<file path="config.mk">
export PLATFORM = sky130hd
export DESIGN_NAME = overrange_flag_sysref_align
export DESIGN_NICKNAME = d
export VERILOG_FILES = /design/src/pkg/ovr_sysref_pkg.sv /design/src/rtl/overrange_flag_sysref_align.sv /design/src/rtl/frame_delay_line.sv
export SDC_FILE = /design/constraint.sdc
export NUM_CORES = 1
export LEC_CHECK = 0
export ABC_AREA = 0
export BUFFER_PORTS_ARGS = -buffer_cell sky130_fd_sc_hd__buf_2
export CORE_MARGIN = 3
export CORE_UTILIZATION = 38
export CTS_BUF_LIST = sky130_fd_sc_hd__clkbuf_4 sky130_fd_sc_hd__clkbuf_8
export DETAILED_ROUTE_END_ITERATION = 7
export PLACE_DENSITY = 0.58
export SLEW_MARGIN = 5
export SYNTH_ARGS = -nofsm -noshare
export SYNTH_HDL_FRONTEND = slang
export SYNTH_SLANG_ARGS = --single-unit
</file>
<file path="constraint.sdc">
create_clock -name mclk -period 2.69 [get_ports mclk]
set_input_delay 0.269 -clock mclk [delete_from_list [all_inputs] [get_ports mclk]]
set_output_delay 0.269 -clock mclk [all_outputs]
set_load 0.05 [all_outputs]
</file>
<file path="src/pkg/ovr_sysref_pkg.sv">
// Shared constants and types for the over-range flag and SYSREF alignment block
package ovr_sysref_pkg;

  typedef logic [1:0] div_code_t;
  typedef logic [3:0] extra_frames_t;

  // =====================================================================
  // Divider codes
  localparam div_code_t DIV_BY_1 = 2'h0;
  localparam div_code_t DIV_BY_2 = 2'h1;
  localparam div_code_t DIV_BY_4 = 2'h2;
  localparam logic [1:0] DIV2_LAST = 2'h1;
  localparam logic [1:0] DIV4_LAST = 2'h3;
  localparam logic [1:0] DIV1_LAST = 2'h0;

  // =====================================================================
  // Over-range timing, in frame clock cycles
  localparam int OVR_ASSERT_FRAMES = 8;
  localparam extra_frames_t OVR_EXTRA_MAX = 4'hF;

  // =====================================================================
  // SYSREF timing
  localparam logic [1:0] SYSREF_MIN_FRAMES = 2'h2;
  localparam logic [4:0] LMFC_DELAY_DIV1 = 5'h04;
  localparam logic [4:0] LMFC_DELAY_DIV2 = 5'h0A;
  localparam logic [4:0] LMFC_DELAY_DIV4 = 5'h12;
  // Frames per multiframe after alignment
  localparam logic [5:0] MULTIFRAME_FRAMES = 6'h20;

  typedef enum logic [1:0] {
    ALIGN_IDLE,
    ALIGN_WAIT,
    ALIGN_RUN
  } align_state_t;

endpackage

</file>
<file path="src/rtl/overrange_flag_sysref_align.sv">
// Over-range flag generation, shared pin drive and SYSREF to multiframe alignment
`timescale 1ns/1ps
module overrange_flag_sysref_align
  import ovr_sysref_pkg::*;
(
  input wire logic mclk,
  input wire logic rst_n,
  input wire ovr_sysref_pkg::div_code_t clock_divide_ratio,
  input wire logic sample_over_range,
  input wire ovr_sysref_pkg::extra_frames_t deassert_extra_frames,
  input wire logic ovr_output_mode,
  input wire logic spi_read_active,
  input wire logic spi_read_data,
  input wire logic sysref,
  output logic frame_enable,
  output logic overrange_flag,
  output logic serial_out_overrange_pin_o,
  output logic serial_out_overrange_pin_oe,
  output logic lmfc_boundary,
  output logic lmfc_aligned,
  output logic sysref_width_error
);

  // =====================================================================
  // Frame clock divider
  logic [1:0] div_cnt_q;
  logic [1:0] div_cnt_d;
  logic frame_en_q;
  logic [1:0] div_last;
  logic frame_tick;

  assign div_last = (clock_divide_ratio == DIV_BY_2) ? DIV2_LAST :
                    (clock_divide_ratio == DIV_BY_4) ? DIV4_LAST : DIV1_LAST;
  // A ratio change mid-count may leave the counter above the new limit; wrap it
  assign frame_tick = (div_cnt_q >= div_last);
  assign div_cnt_d = frame_tick ? 2'h0 : div_cnt_q + 2'h1;

  always_ff @(posedge mclk or negedge rst_n) begin
    if (!rst_n) begin
      div_cnt_q <= 2'h0;
      frame_en_q <= 1'b0;
    end else begin
      div_cnt_q <= div_cnt_d;
      frame_en_q <= frame_tick;
    end
  end

  assign frame_enable = frame_en_q;

  // =====================================================================
  // Over-range pipeline and flag
  logic ovr_delayed;

  frame_delay_line #(
    .DEPTH(OVR_ASSERT_FRAMES)
  ) u_ovr_delay (
    .mclk(mclk),
    .rst_n(rst_n),
    .shift_en(frame_en_q),
    .din(sample_over_range),
    .dout(ovr_delayed)
  );

  logic flag_q;
  logic flag_d;
  logic [3:0] hold_q;
  logic [3:0] hold_d;
  logic hold_done;

  assign hold_done = (hold_q == 4'h0);

  always_comb begin
    flag_d = flag_q;
    hold_d = hold_q;
    if (frame_en_q) begin
      if (ovr_delayed) begin
        flag_d = 1'b1;
        // Every further out-of-range sample restarts the drop delay
        hold_d = (deassert_extra_frames > OVR_EXTRA_MAX) ? OVR_EXTRA_MAX : deassert_extra_frames;
      end else if (flag_q) begin
        if (hold_done) begin
          flag_d = 1'b0;
        end else begin
          hold_d = hold_q - 4'h1;
        end
      end
    end
  end

  // =====================================================================
  // Shared pin: serial read data wins, else flag in overrange mode
  logic pin_d;
  logic pin_oe_d;
  logic pin_q;
  logic pin_oe_q;

  assign pin_d = spi_read_active ? spi_read_data : (ovr_output_mode & flag_d);
  assign pin_oe_d = spi_read_active | ovr_output_mode;

  always_ff @(posedge mclk or negedge rst_n) begin
    if (!rst_n) begin
      flag_q <= 1'b0;
      hold_q <= 4'h0;
      pin_q <= 1'b0;
      pin_oe_q <= 1'b0;
    end else begin
      flag_q <= flag_d;
      hold_q <= hold_d;
      pin_q <= pin_d;
      pin_oe_q <= pin_oe_d;
    end
  end

  assign overrange_flag = flag_q;
  assign serial_out_overrange_pin_o = pin_q;
  assign serial_out_overrange_pin_oe = pin_oe_q;

  // =====================================================================
  // SYSREF edge capture and pulse width watch
  logic sysref_q;
  logic sysref_rise;
  logic sysref_edge;
  logic [1:0] level_frames_q;
  logic [1:0] level_frames_d;
  logic width_err_q;
  logic width_short;

  assign sysref_rise = sysref & ~sysref_q;
  assign sysref_edge = sysref ^ sysref_q;
  // An edge that ends a level held for fewer than two frames sets the width error
  assign width_short = sysref_edge & (level_frames_q < SYSREF_MIN_FRAMES);
  // The edge cycle already holds the new level, so it counts when it is a frame
  assign level_frames_d = sysref_edge ? {1'b0, frame_en_q} :
                          (frame_en_q && level_frames_q < SYSREF_MIN_FRAMES) ? level_frames_q + 2'h1 :
                          level_frames_q;

  always_ff @(posedge mclk or negedge rst_n) begin
    if (!rst_n) begin
      sysref_q <= 1'b0;
      // Start saturated so the very first edge is not flagged
      level_frames_q <= SYSREF_MIN_FRAMES;
      width_err_q <= 1'b0;
    end else begin
      sysref_q <= sysref;
      level_frames_q <= level_frames_d;
      width_err_q <= width_err_q | width_short;
    end
  end

  assign sysref_width_error = width_err_q;

  // =====================================================================
  // Multiframe boundary alignment
  align_state_t state_q;
  align_state_t state_d;
  logic [7:0] cnt_q;
  logic [7:0] cnt_d;
  logic boundary_q;
  logic boundary_d;
  logic aligned_q;
  logic [4:0] lmfc_delay;
  logic [7:0] lmfc_load;
  logic [7:0] period_load;
  logic cnt_zero;

  assign lmfc_delay = (clock_divide_ratio == DIV_BY_2) ? LMFC_DELAY_DIV2 :
                      (clock_divide_ratio == DIV_BY_4) ? LMFC_DELAY_DIV4 : LMFC_DELAY_DIV1;
  assign lmfc_load = {3'h0, lmfc_delay} - 8'h01;
  assign period_load = (clock_divide_ratio == DIV_BY_2) ? {1'b0, MULTIFRAME_FRAMES, 1'b0} - 8'h01 :
                       (clock_divide_ratio == DIV_BY_4) ? {MULTIFRAME_FRAMES, 2'h0} - 8'h01 :
                       {2'h0, MULTIFRAME_FRAMES} - 8'h01;
  assign cnt_zero = (cnt_q == 8'h00);

  always_comb begin
    state_d = state_q;
    cnt_d = cnt_q;
    boundary_d = 1'b0;
    case (state_q)
      ALIGN_IDLE: begin
        if (sysref_rise) begin
          state_d = ALIGN_WAIT;
          cnt_d = lmfc_load;
        end
      end
      ALIGN_WAIT, ALIGN_RUN: begin
        if (sysref_rise) begin
          // A new SYSREF realigns the boundary from scratch
          state_d = ALIGN_WAIT;
          cnt_d = lmfc_load;
        end else if (cnt_zero) begin
          state_d = ALIGN_RUN;
          boundary_d = 1'b1;
          cnt_d = period_load;
        end else begin
          cnt_d = cnt_q - 8'h01;
        end
      end
      default: begin
        state_d = ALIGN_IDLE;
        cnt_d = 8'h00;
      end
    endcase
  end

  always_ff @(posedge mclk or negedge rst_n) begin
    if (!rst_n) begin
      state_q <= ALIGN_IDLE;
      cnt_q <= 8'h00;
      boundary_q <= 1'b0;
      aligned_q <= 1'b0;
    end else begin
      state_q <= state_d;
      cnt_q <= cnt_d;
      boundary_q <= boundary_d;
      // Registered copy of the run state keeps the output glitch free
      aligned_q <= (state_d == ALIGN_RUN);
    end
  end

  assign lmfc_boundary = boundary_q;
  assign lmfc_aligned = aligned_q;

endmodule

</file>
<file path="src/rtl/frame_delay_line.sv">
// Enable-gated shift register used as a fixed frame delay
`timescale 1ns/1ps
module frame_delay_line #(
  parameter int DEPTH = 8
) (
  input wire logic mclk,
  input wire logic rst_n,
  input wire logic shift_en,
  input wire logic din,
  output logic dout
);

  logic [DEPTH-1:0] stage_q;
  logic [DEPTH-1:0] stage_d;

  generate
    if (DEPTH == 1) begin : g_one
      assign stage_d = din;
    end else begin : g_many
      assign stage_d = {stage_q[DEPTH-2:0], din};
    end
  endgenerate

  always_ff @(posedge mclk or negedge rst_n) begin
    if (!rst_n) begin
      stage_q <= '0;
    end else if (shift_en) begin
      stage_q <= stage_d;
    end
  end

  assign dout = stage_q[DEPTH-1];

endmodule

</file>
-- Word-level counts from Yosys, hierarchy flattened
Index checks and enable logic that the tools add are counted.
- order comparisons: 3
- eq/ne operators: 7
- add/sub/neg operators: 5
- bitwise logic cells: 7
- reduce and logical (&&, ||, !) cells: 8
- multiplexer cells: 29
- operator list (kind ; count):
    $mux W8 ; 3
    $mux W2 ; 8
    $mux W4 ; 4
    $pmux W8 S2 ; 1
    $mux W7 ; 2
    $mux W5 ; 2
    $logic_not A8 Y1 ; 1
    $mux W1 ; 8
    $sub A8 B1 Y8 const B ; 1
    $eq A2 B2 Y1 const B ; 3
    $sub A5 B1 Y6 const B ; 1
    $add A2 B1 Y2 const B ; 2
    $eq A2 B1 Y1 const B ; 2
    $gt A4 B4 Y1 const B ; 1
    $logic_not A4 Y1 ; 1
    $pmux W2 S2 ; 1
    $reduce_bool A2 Y1 ; 2
    $sub A4 B1 Y4 const B ; 1
    $and A1 B1 Y1 ; 3
    $reduce_and A3 Y1 ; 1
    $ge A2 B2 Y1 ; 1
    $logic_not A2 Y1 ; 1
    $lt A2 B2 Y1 const B ; 1
    $ne A2 B1 Y1 const B ; 1
    other kinds (6) ; 7
- output and inout port bits: 7
- register bits after elaboration: 34
- logic and storage cells: 73

-- Logic depth before layout (Yosys ltp)
Gate-level depths: netlist of the first run.
- depth after elaboration: 7
- depth in mapped cells: 7

-- Cells and area by module
From an unflattened synthesis of the first run, not the netlist that was laid out.
- cells, all modules: 181
- area, all modules: 1881.8 um2
- modules (own cells, without submodules) (module ; area an instance (um2) ; seq. area each (um2) ; times used ; cells an instance):
    overrange_flag_sysref_align ; 1550.2 ; 651.9 ; 1 ; 164
    frame_delay_line ; 331.6 ; 200.2 ; 1 ; 17

-- Least setup slack after synthesis of the first run
Ideal clock, no wire load.
- path kind: flip-flop to flip-flop
- start: register cnt_q[0]
- end: register cnt_q[5]
- buffers on the path: 0
- cell stages (with the launch flop): 7
- path slack: 0.885 ns
- data arrival time: 1.711 ns
- required time: 2.596 ns
- clock period less this slack: 1.805 ns
- path through: dfrtp_1 -> inv_1 -> ha_1 -> or3b_2 -> mux2i_1 -> o31a_1 -> a211oi_1
- word-level cells in the longest chain between the ends: 4
- RTL lines (item ; line ; text):
    from (decl) ; overrange_flag_sysref_align.sv:156 ; logic [7:0] cnt_q;
    from (signal assigned) ; overrange_flag_sysref_align.sv:213 ; cnt_q <= cnt_d;
    $sub A8 B1 Y8 or $logic_not A8 Y1 (tied branches) ; overrange_flag_sysref_align.sv:195, overrange_flag_sysref_align.sv:172 ;
    $mux W8 * ; overrange_flag_sysref_align.sv:190 ; end else if (cnt_zero) begin
    $mux W8 * ; overrange_flag_sysref_align.sv:186 ; if (sysref_rise) begin
    $pmux W8 S2 * ; overrange_flag_sysref_align.sv:178 ; case (state_q)
Every way passes the cells marked *; elsewhere a longest branch is shown, timed or not.
A chain may end at the register's enable or synchronous reset.

-- Final worst setup path of the first run
Ends and elaborated chain as after synthesis.

==> impl_metrics.ini, run 1 <==
[timing]
timing.hold.ws_ns = 0.0461
rsz0062_at_grt = no
finalSetupViolations = 0
slew_violations = 0
hold_viol_final = 0
worst_slew_pin_slew_ns = 0.812
fin_setup_tns_ns = 0
max_freq_ghz = 0.504
skew_ns = 0.00853
finalCritPeriodShare_pct = 73.8
relSlewSlack_pct = 45.4
worst_slack_ns = 0.705
layout_min_cycle_time_ns = 1.98

[clocking]
post_cts.repair.setup_buffers = 0
cts.sinks = 34
ctsResizeCount = 0
clockBufferDepth = 2
cts_inserted_buffers = 5
root_buffer = clkbuf_8
clock_latency_ns = 0.29
cts_tree = yes
path_clk_slew_ns = 0.08
hold_buffers = 0
cts_htree_levels = 2

[cells_and_area]
seq_area_um2 = 852
n_antenna_cell = 0
drive_gt1_share_pct = 23.3
instances_no_fill = 254
design_area_um2 = 2120
finalNetCount = 226
final_core_util_pct = 47.1
multiInputGateArea_um2 = 903
nFillCells = 423
syn_to_final_growth_pct = 15.6

[yosys]
netlist_area_um2 = 1830
mappedNetlistNets = 203
ys_warn_count = 0
ys_seq_area_share_pct = 46.5
synth_ff_type = dfrtp_1
synthCells = 178
synth_edf_count = 0
avgSynthCellArea_um2 = 10.3
ys_ff_latch = 34
synth_cell_types = 48
synthArstFlopShare_pct = 100

[pwr]
finalPower_mw = 2.73
power_leakage_nw = 0.999
power_density_nw_per_um2 = 1290
ir_drop_mv = 0.594

[setup_path]
r2r_cells = 6
crit_start = cnt_q[0]
r2r_slack_ns = 0.71
cp-end-kind = flop
required_ns = 2.89
critPathLaunchType = flop
critPathMaxStageDelay_ns = 0.52
critical_path.endpoint = cnt_q[5]
cp_cell_sequence = inv_1 -> ha_1 -> or3b_2 -> mux2i_1 -> o31a_1 -> a211oi_1
reg2reg_to = cnt_q[5]
cp.arrival_ns = 2.18
rr_startpoint = cnt_q[0]
path_class = flop to flop
crit_path_max_fanout = 7
cp_slowest_cell = or3b_2

[grt]
grt_pass1_vias = 1484
track_usage_pct = 15.8
grt_max_degree = 35
grt_pass1_wl_um = 6730
overflow = 0
antenna_found_initial = 0

[floorplanning]
initial_utilization_pct = 40.7
pin_count = 20
die_x_um = 75.5
dieArea_um2 = 5700
rows = 24
core_area_um2 = 4500
die_y_um = 75.5

[drt]
drc = 0
first_pass_iters = 4
drtAntennaViolNets = 0
wire_per_inst_um = 15.3
via_count = 1449
finalWirelength_um = 3900
drtIter0Drc = 143
vias_per_cell = 5.70

[job]
drv_cap = 0

[placement]
place.gp.congestion = 0.867
portBuffers = 19
post_dp_cell_area_um2 = 1980
place_inst = 246
preCtsSetupSlack_ns = 0.714
place_hpwl_um = 2840

[worst_hold_path]
min_path_type = primary input to async pin

[status]
status = completed
[sequential cells by signal, indices dropped and copies added (netlist names), 2 cells and up]
signal / cells
u_ovr_delay.stage_q: 8
level_frames_q: 2
div_cnt_q: 2
cnt_q: 8
state_q: 2
hold_q: 4
[synthesized netlist by cell type, types with 2 or more instances]
cell type,instances,area share [%]
or3b_2,2,0.96
nor2b_1,3,1.0
a32oi_1,4,1.9
ha_1,12,8.2
nand3_1,3,0.82
o311ai_0,2,0.96
a21oi_1,10,2.7
nand2b_1,3,1.0
mux2_2,9,5.5
o31ai_1,3,1.2
o21bai_1,2,0.82
nor2_1,14,2.9
dfrtp_1,33,45
clkbuf_1,3,0.61
o21ai_0,11,3.0
a22o_1,4,1.9
a21o_1,2,0.82
nand2_1,12,2.5
mux2i_1,3,1.6
inv_1,15,3.1
[cells by family after synthesis]
logic type	count (synthesis)	synth area share (%)
AO/OA/AOI/OAI	49	18.3
multiplexers	13	7.78
adder cells (fa/ha/maj)	12	8.19
buffers and inverters	20	4.30
AND/OR/NAND/NOR	48	14.1
XOR/XNOR	2	0.955
flip-flops	34	46.5
[where the power goes]
group          total, mW  switching, mW  internal, mW
logic               1.21          0.673         0.534
registers          0.957          0.226         0.730
clock network      0.567          0.196         0.371
[layout make-up]
class,instances,share of cell area (%)
clock buffers,5,3.24
repair buffers,20,4.84
multi-input cells,124,42.6
flip-flops and latches,34,40.2
inverters,16,2.83
clock inverters,3,3.24
well taps,52,3.07
[worst max-delay path, delay by kind of cell (launching register included)]
family | cells | cell delay (ns)
simple gates | 1 | 0.52
fa+ha+maj | 1 | 0.20
buf+inv | 1 | 0.12
flops | 1 | 0.45
mux | 1 | 0.14
compound gates | 2 | 0.46
[cell usage in the layout, fill, tap and decap left out, types with 5 or more instances in the layout]
master,Yosys,routed
dfrtp_1,33,33
buf_2,0,19
inv_1,15,15
nor2_1,14,14
nand2_1,12,12
ha_1,12,12
o21ai_0,11,11
a21oi_1,10,10
mux2_2,9,9
clkbuf_8,0,5
[per-layer routing]
metal	vias up	GRT usage (%)	routed length (um)
li1	690	-	-
met1	700	19.9	1820
met2	47	25.3	1790
met3	12	3.96	180
met4	0	7.38	104
met5	-	0	0
[worst min path at each step]
stage,startpoint,to,slack [ns]
after global placement,rst_n,overrange_flag,0.38
after global routing,rst_n,hold_q[1],0.09
final,rst_n,hold_q[1],0.05
after CTS,rst_n,u_ovr_delay.stage_q[7],0.07
after floorplan,rst_n,cnt_q[0],-0.03
after detailed placement,rst_n,hold_q[3],0.39
No activity file was read; power rests on OpenSTA's default activity.
==> inputs of run 2 (changes only) <==
Settings changed: ABC_AREA 0 to 1, PLACE_DENSITY 0.58 to 0.6.
Clock period 2.69 ns to 1.75 ns, I/O delays scaled along.
==> run 2 against run 1 <==
Design area increased by 2.7%. Hold slack got worse by 0.025 ns. Synthesized cell count increased by 28%. Clock power increased by 6.7%. Final cell count increased by 28%. Maximum frequency increased by 30%. Core utilization increased by 0.93 points. First-iteration DRC count decreased by 32%. Total power increased by 49%. Sequential power increased by 41%. Largest cell class unchanged.
==> impl_metrics.ini, run 2 <==
[status]
status = completed

[drt]
via_count = 1476
vias_per_cell = 4.56
finalWirelength_um = 3460
drc = 0
drtAntennaViolNets = 0
wire_per_inst_um = 10.7
first_pass_iters = 4
drtIter0Drc = 97

[yosys]
synthCells = 227
synth_xor_xnor_area_share_pct = 2.83
synth_cell_types = 28
synth_top_family_by_area = simple AND/OR/NAND/NOR gates
avgSynthCellArea_um2 = 8.19
synth_commonest_cells = 73 x nand2_1, 33 x dfrtp_1, 25 x inv_1, 12 x ha_1, 12 x o21ai_0
netlist_area_um2 = 1860
synth_adder_area_share_pct = 8.08
synth_area_leaders = dfrtp_1 44%, nand2_1 15%, ha_1 8.1%, inv_1 5.0%, o21ai_0 3.2%
synth-simple-area-share_pct = 25.0
synthArstFlopShare_pct = 100
synth_ff_type = dfrtp_1
ys_ff_latch = 34
mappedNetlistNets = 252
synth_edf_count = 0
synth.area.mux_share_pct = 0
synth_most_common_cell = nand2_1
synth_compound_area_share_pct = 10.9
ys_seq_area_share_pct = 45.8
synth_top_area_share_pct = 44.4
synth_area_leader_cell = dfrtp_1
ys_warn_count = 0

[cells_and_area]
final_common_cell = nand2_1
drive_gt1_share_pct = 20.5
finalNetCount = 283
final_core_util_pct = 48.0
syn_to_final_growth_pct = 17.1
final_cell_mix = 73 x nand2_1, 33 x dfrtp_1, 25 x inv_1, 19 x buf_2
largestRegisters = cnt_q x8, u_ovr_delay.stage_q x8, hold_q x4
design_area_um2 = 2180
n_antenna_cell = 0

[pwr]
power_density_nw_per_um2 = 1870
ir_drop_mv = 0.748
power_leakage_nw = 1.14

[timing]
finalSetupViolations = 0
finalCritPeriodShare_pct = 87.3
hold_viol_final = 0
worst_slew_pin_slew_ns = 0.431
layout_min_cycle_time_ns = 1.53
timing.hold.ws_ns = 0.0216
slew_violations = 0
fin_setup_tns_ns = 0
skew_ns = 0.00301
rsz0062_at_grt = no
relSlewSlack_pct = 71.3
max_freq_ghz = 0.654

[clocking]
clockBufferDepth = 2
cts_htree_levels = 2
cts_tree = yes
post_cts.repair.setup_buffers = 0
cts.sinks = 34
root_buffer = clkbuf_8
cts_inserted_buffers = 5
path_clk_slew_ns = 0.07
clock_latency_ns = 0.28

[grt]
grt_pass1_vias = 1415
track_usage_pct = 13.2
overflow = 0
grt_pass1_wl_um = 6180
grt_max_degree = 35
antenna_found_initial = 0

[worst_hold_path]
min_path_type = primary input to flop

[floorplanning]
rows = 24
die_y_um = 76.0
dieArea_um2 = 5770
die_x_um = 76.0
initial_utilization_pct = 41.0
core_area_um2 = 4530
pin_count = 20

[job]
drv_cap = 0

[setup_path]
critPathLaunchType = flop
crit_path_max_fanout = 5
cp-end-kind = flop
path_class = flop to flop
cp.arrival_ns = 1.74
cp_slowest_cell = dfrtp_1
cp_common_cell = inv_2
critPathMaxStageDelay_ns = 0.37
required_ns = 1.96
cp_cell_sequence = inv_1 -> ha_1 -> inv_2 -> nor2_1 -> inv_1 -> nor2_4 -> inv_2 -> a21oi_4 -> inv_2 -> nor2_1

[placement]
place.gp.congestion = 0.844
place_hpwl_um = 2590
post_dp_cell_area_um2 = 2070
portBuffers = 19
run 2: cell types whose count changed after synthesis, sizes merged, moves of 4 or more:
| cell | previous run | this run |
|---|---|---|
| nand2 | 12 | 74 |
| inv | 15 | 34 |
| mux2 | 10 | 0 |
| o21ai | 11 | 20 |
| nand3 | 3 | 9 |
| a22o | 5 | 0 |
| a32oi | 4 | 0 |
| nand4 | 0 | 4 |
run 2: per-layer routing:
metal | vias up | wire [um] | track usage [%]
met2 | 28 | 1470 | 19.5
met3 | 9 | 131 | 3.08
met5 | - | 0 | 0
li1 | 779 | - | -
met1 | 660 | 1780 | 17.9
met4 | 0 | 85 | 7.43
run 2: layout make-up:
class / instances / area, um^2
sequential: 34 / 852
inverter: 34 / 128
clock buffer: 7 / 90.1
multi-input combinational: 157 / 871
timing repair buffer: 26 / 150
tap: 65 / 81.3
fill: 449 / 2360
clock inverter: 1 / 5.00
run 2: what timing repair did:
action	in CTS	in global routing
resized for setup	0	0
hold endpoints to repair	33	0
hold buffers	1	0
run 2: cell families after synthesis:
family | after synthesis
and+or+nand+nor | 104
DFF | 34
buffers and inverters | 36
AOI/OAI and AO/OA | 35
adders and majority gates | 12
xor gates and xnor gates | 6
run 2: worst paths after layout:
| check | start | endpoint | slack, ns | cells after the start |
|---|---|---|---|---|
| worst max-delay path | state_q[0] | lmfc_aligned | 0.22 | 10 |
| worst min register to register | div_cnt_q[0] | div_cnt_q[0] | 0.47 | 1 |
| min in group asynchronous | rst_n | cnt_q[2] | 0.45 | 3 |
| worst max register to register | state_q[0] | lmfc_aligned | 0.22 | 10 |
| worst min-delay path | sysref | sysref_q | 0.02 | 1 |
| max in group asynchronous | rst_n | level_frames_q[1] | 0.96 | 3 |
run 2: per-stage QoR:
stage | total power [mW] | cells | setup slack, ns
final | 4.08 | 324 | 0.222
after global routing | 4.48 | 324 | 0.0443
after CTS | 4.11 | 324 | 0.208
after detailed placement | 3.49 | 315 | 0.190
after global placement | 3.49 | 315 | 0.186
after floorplan | 2.93 | 227 | 0.274
run 2: worst max-delay path, delay by kind of cell, from the launching register on:
family                   cells  cell delay (ns)
AO/OA/AOI/OAI                1             0.12
adder cells (fa/ha/maj)      1             0.30
buffers and inverters        5             0.33
flip-flops                   1             0.37
AND/OR/NAND/NOR              3             0.34
run 2: power by group:
part	switching, mW	total (mW)	leakage [nW]	internal, mW
Clock	0.272	0.605	0.0517	0.333
Combinational	1.36	2.12	0.676	0.768
Sequential	0.229	1.35	0.416	1.12
Total	1.86	4.08	1.14	2.22
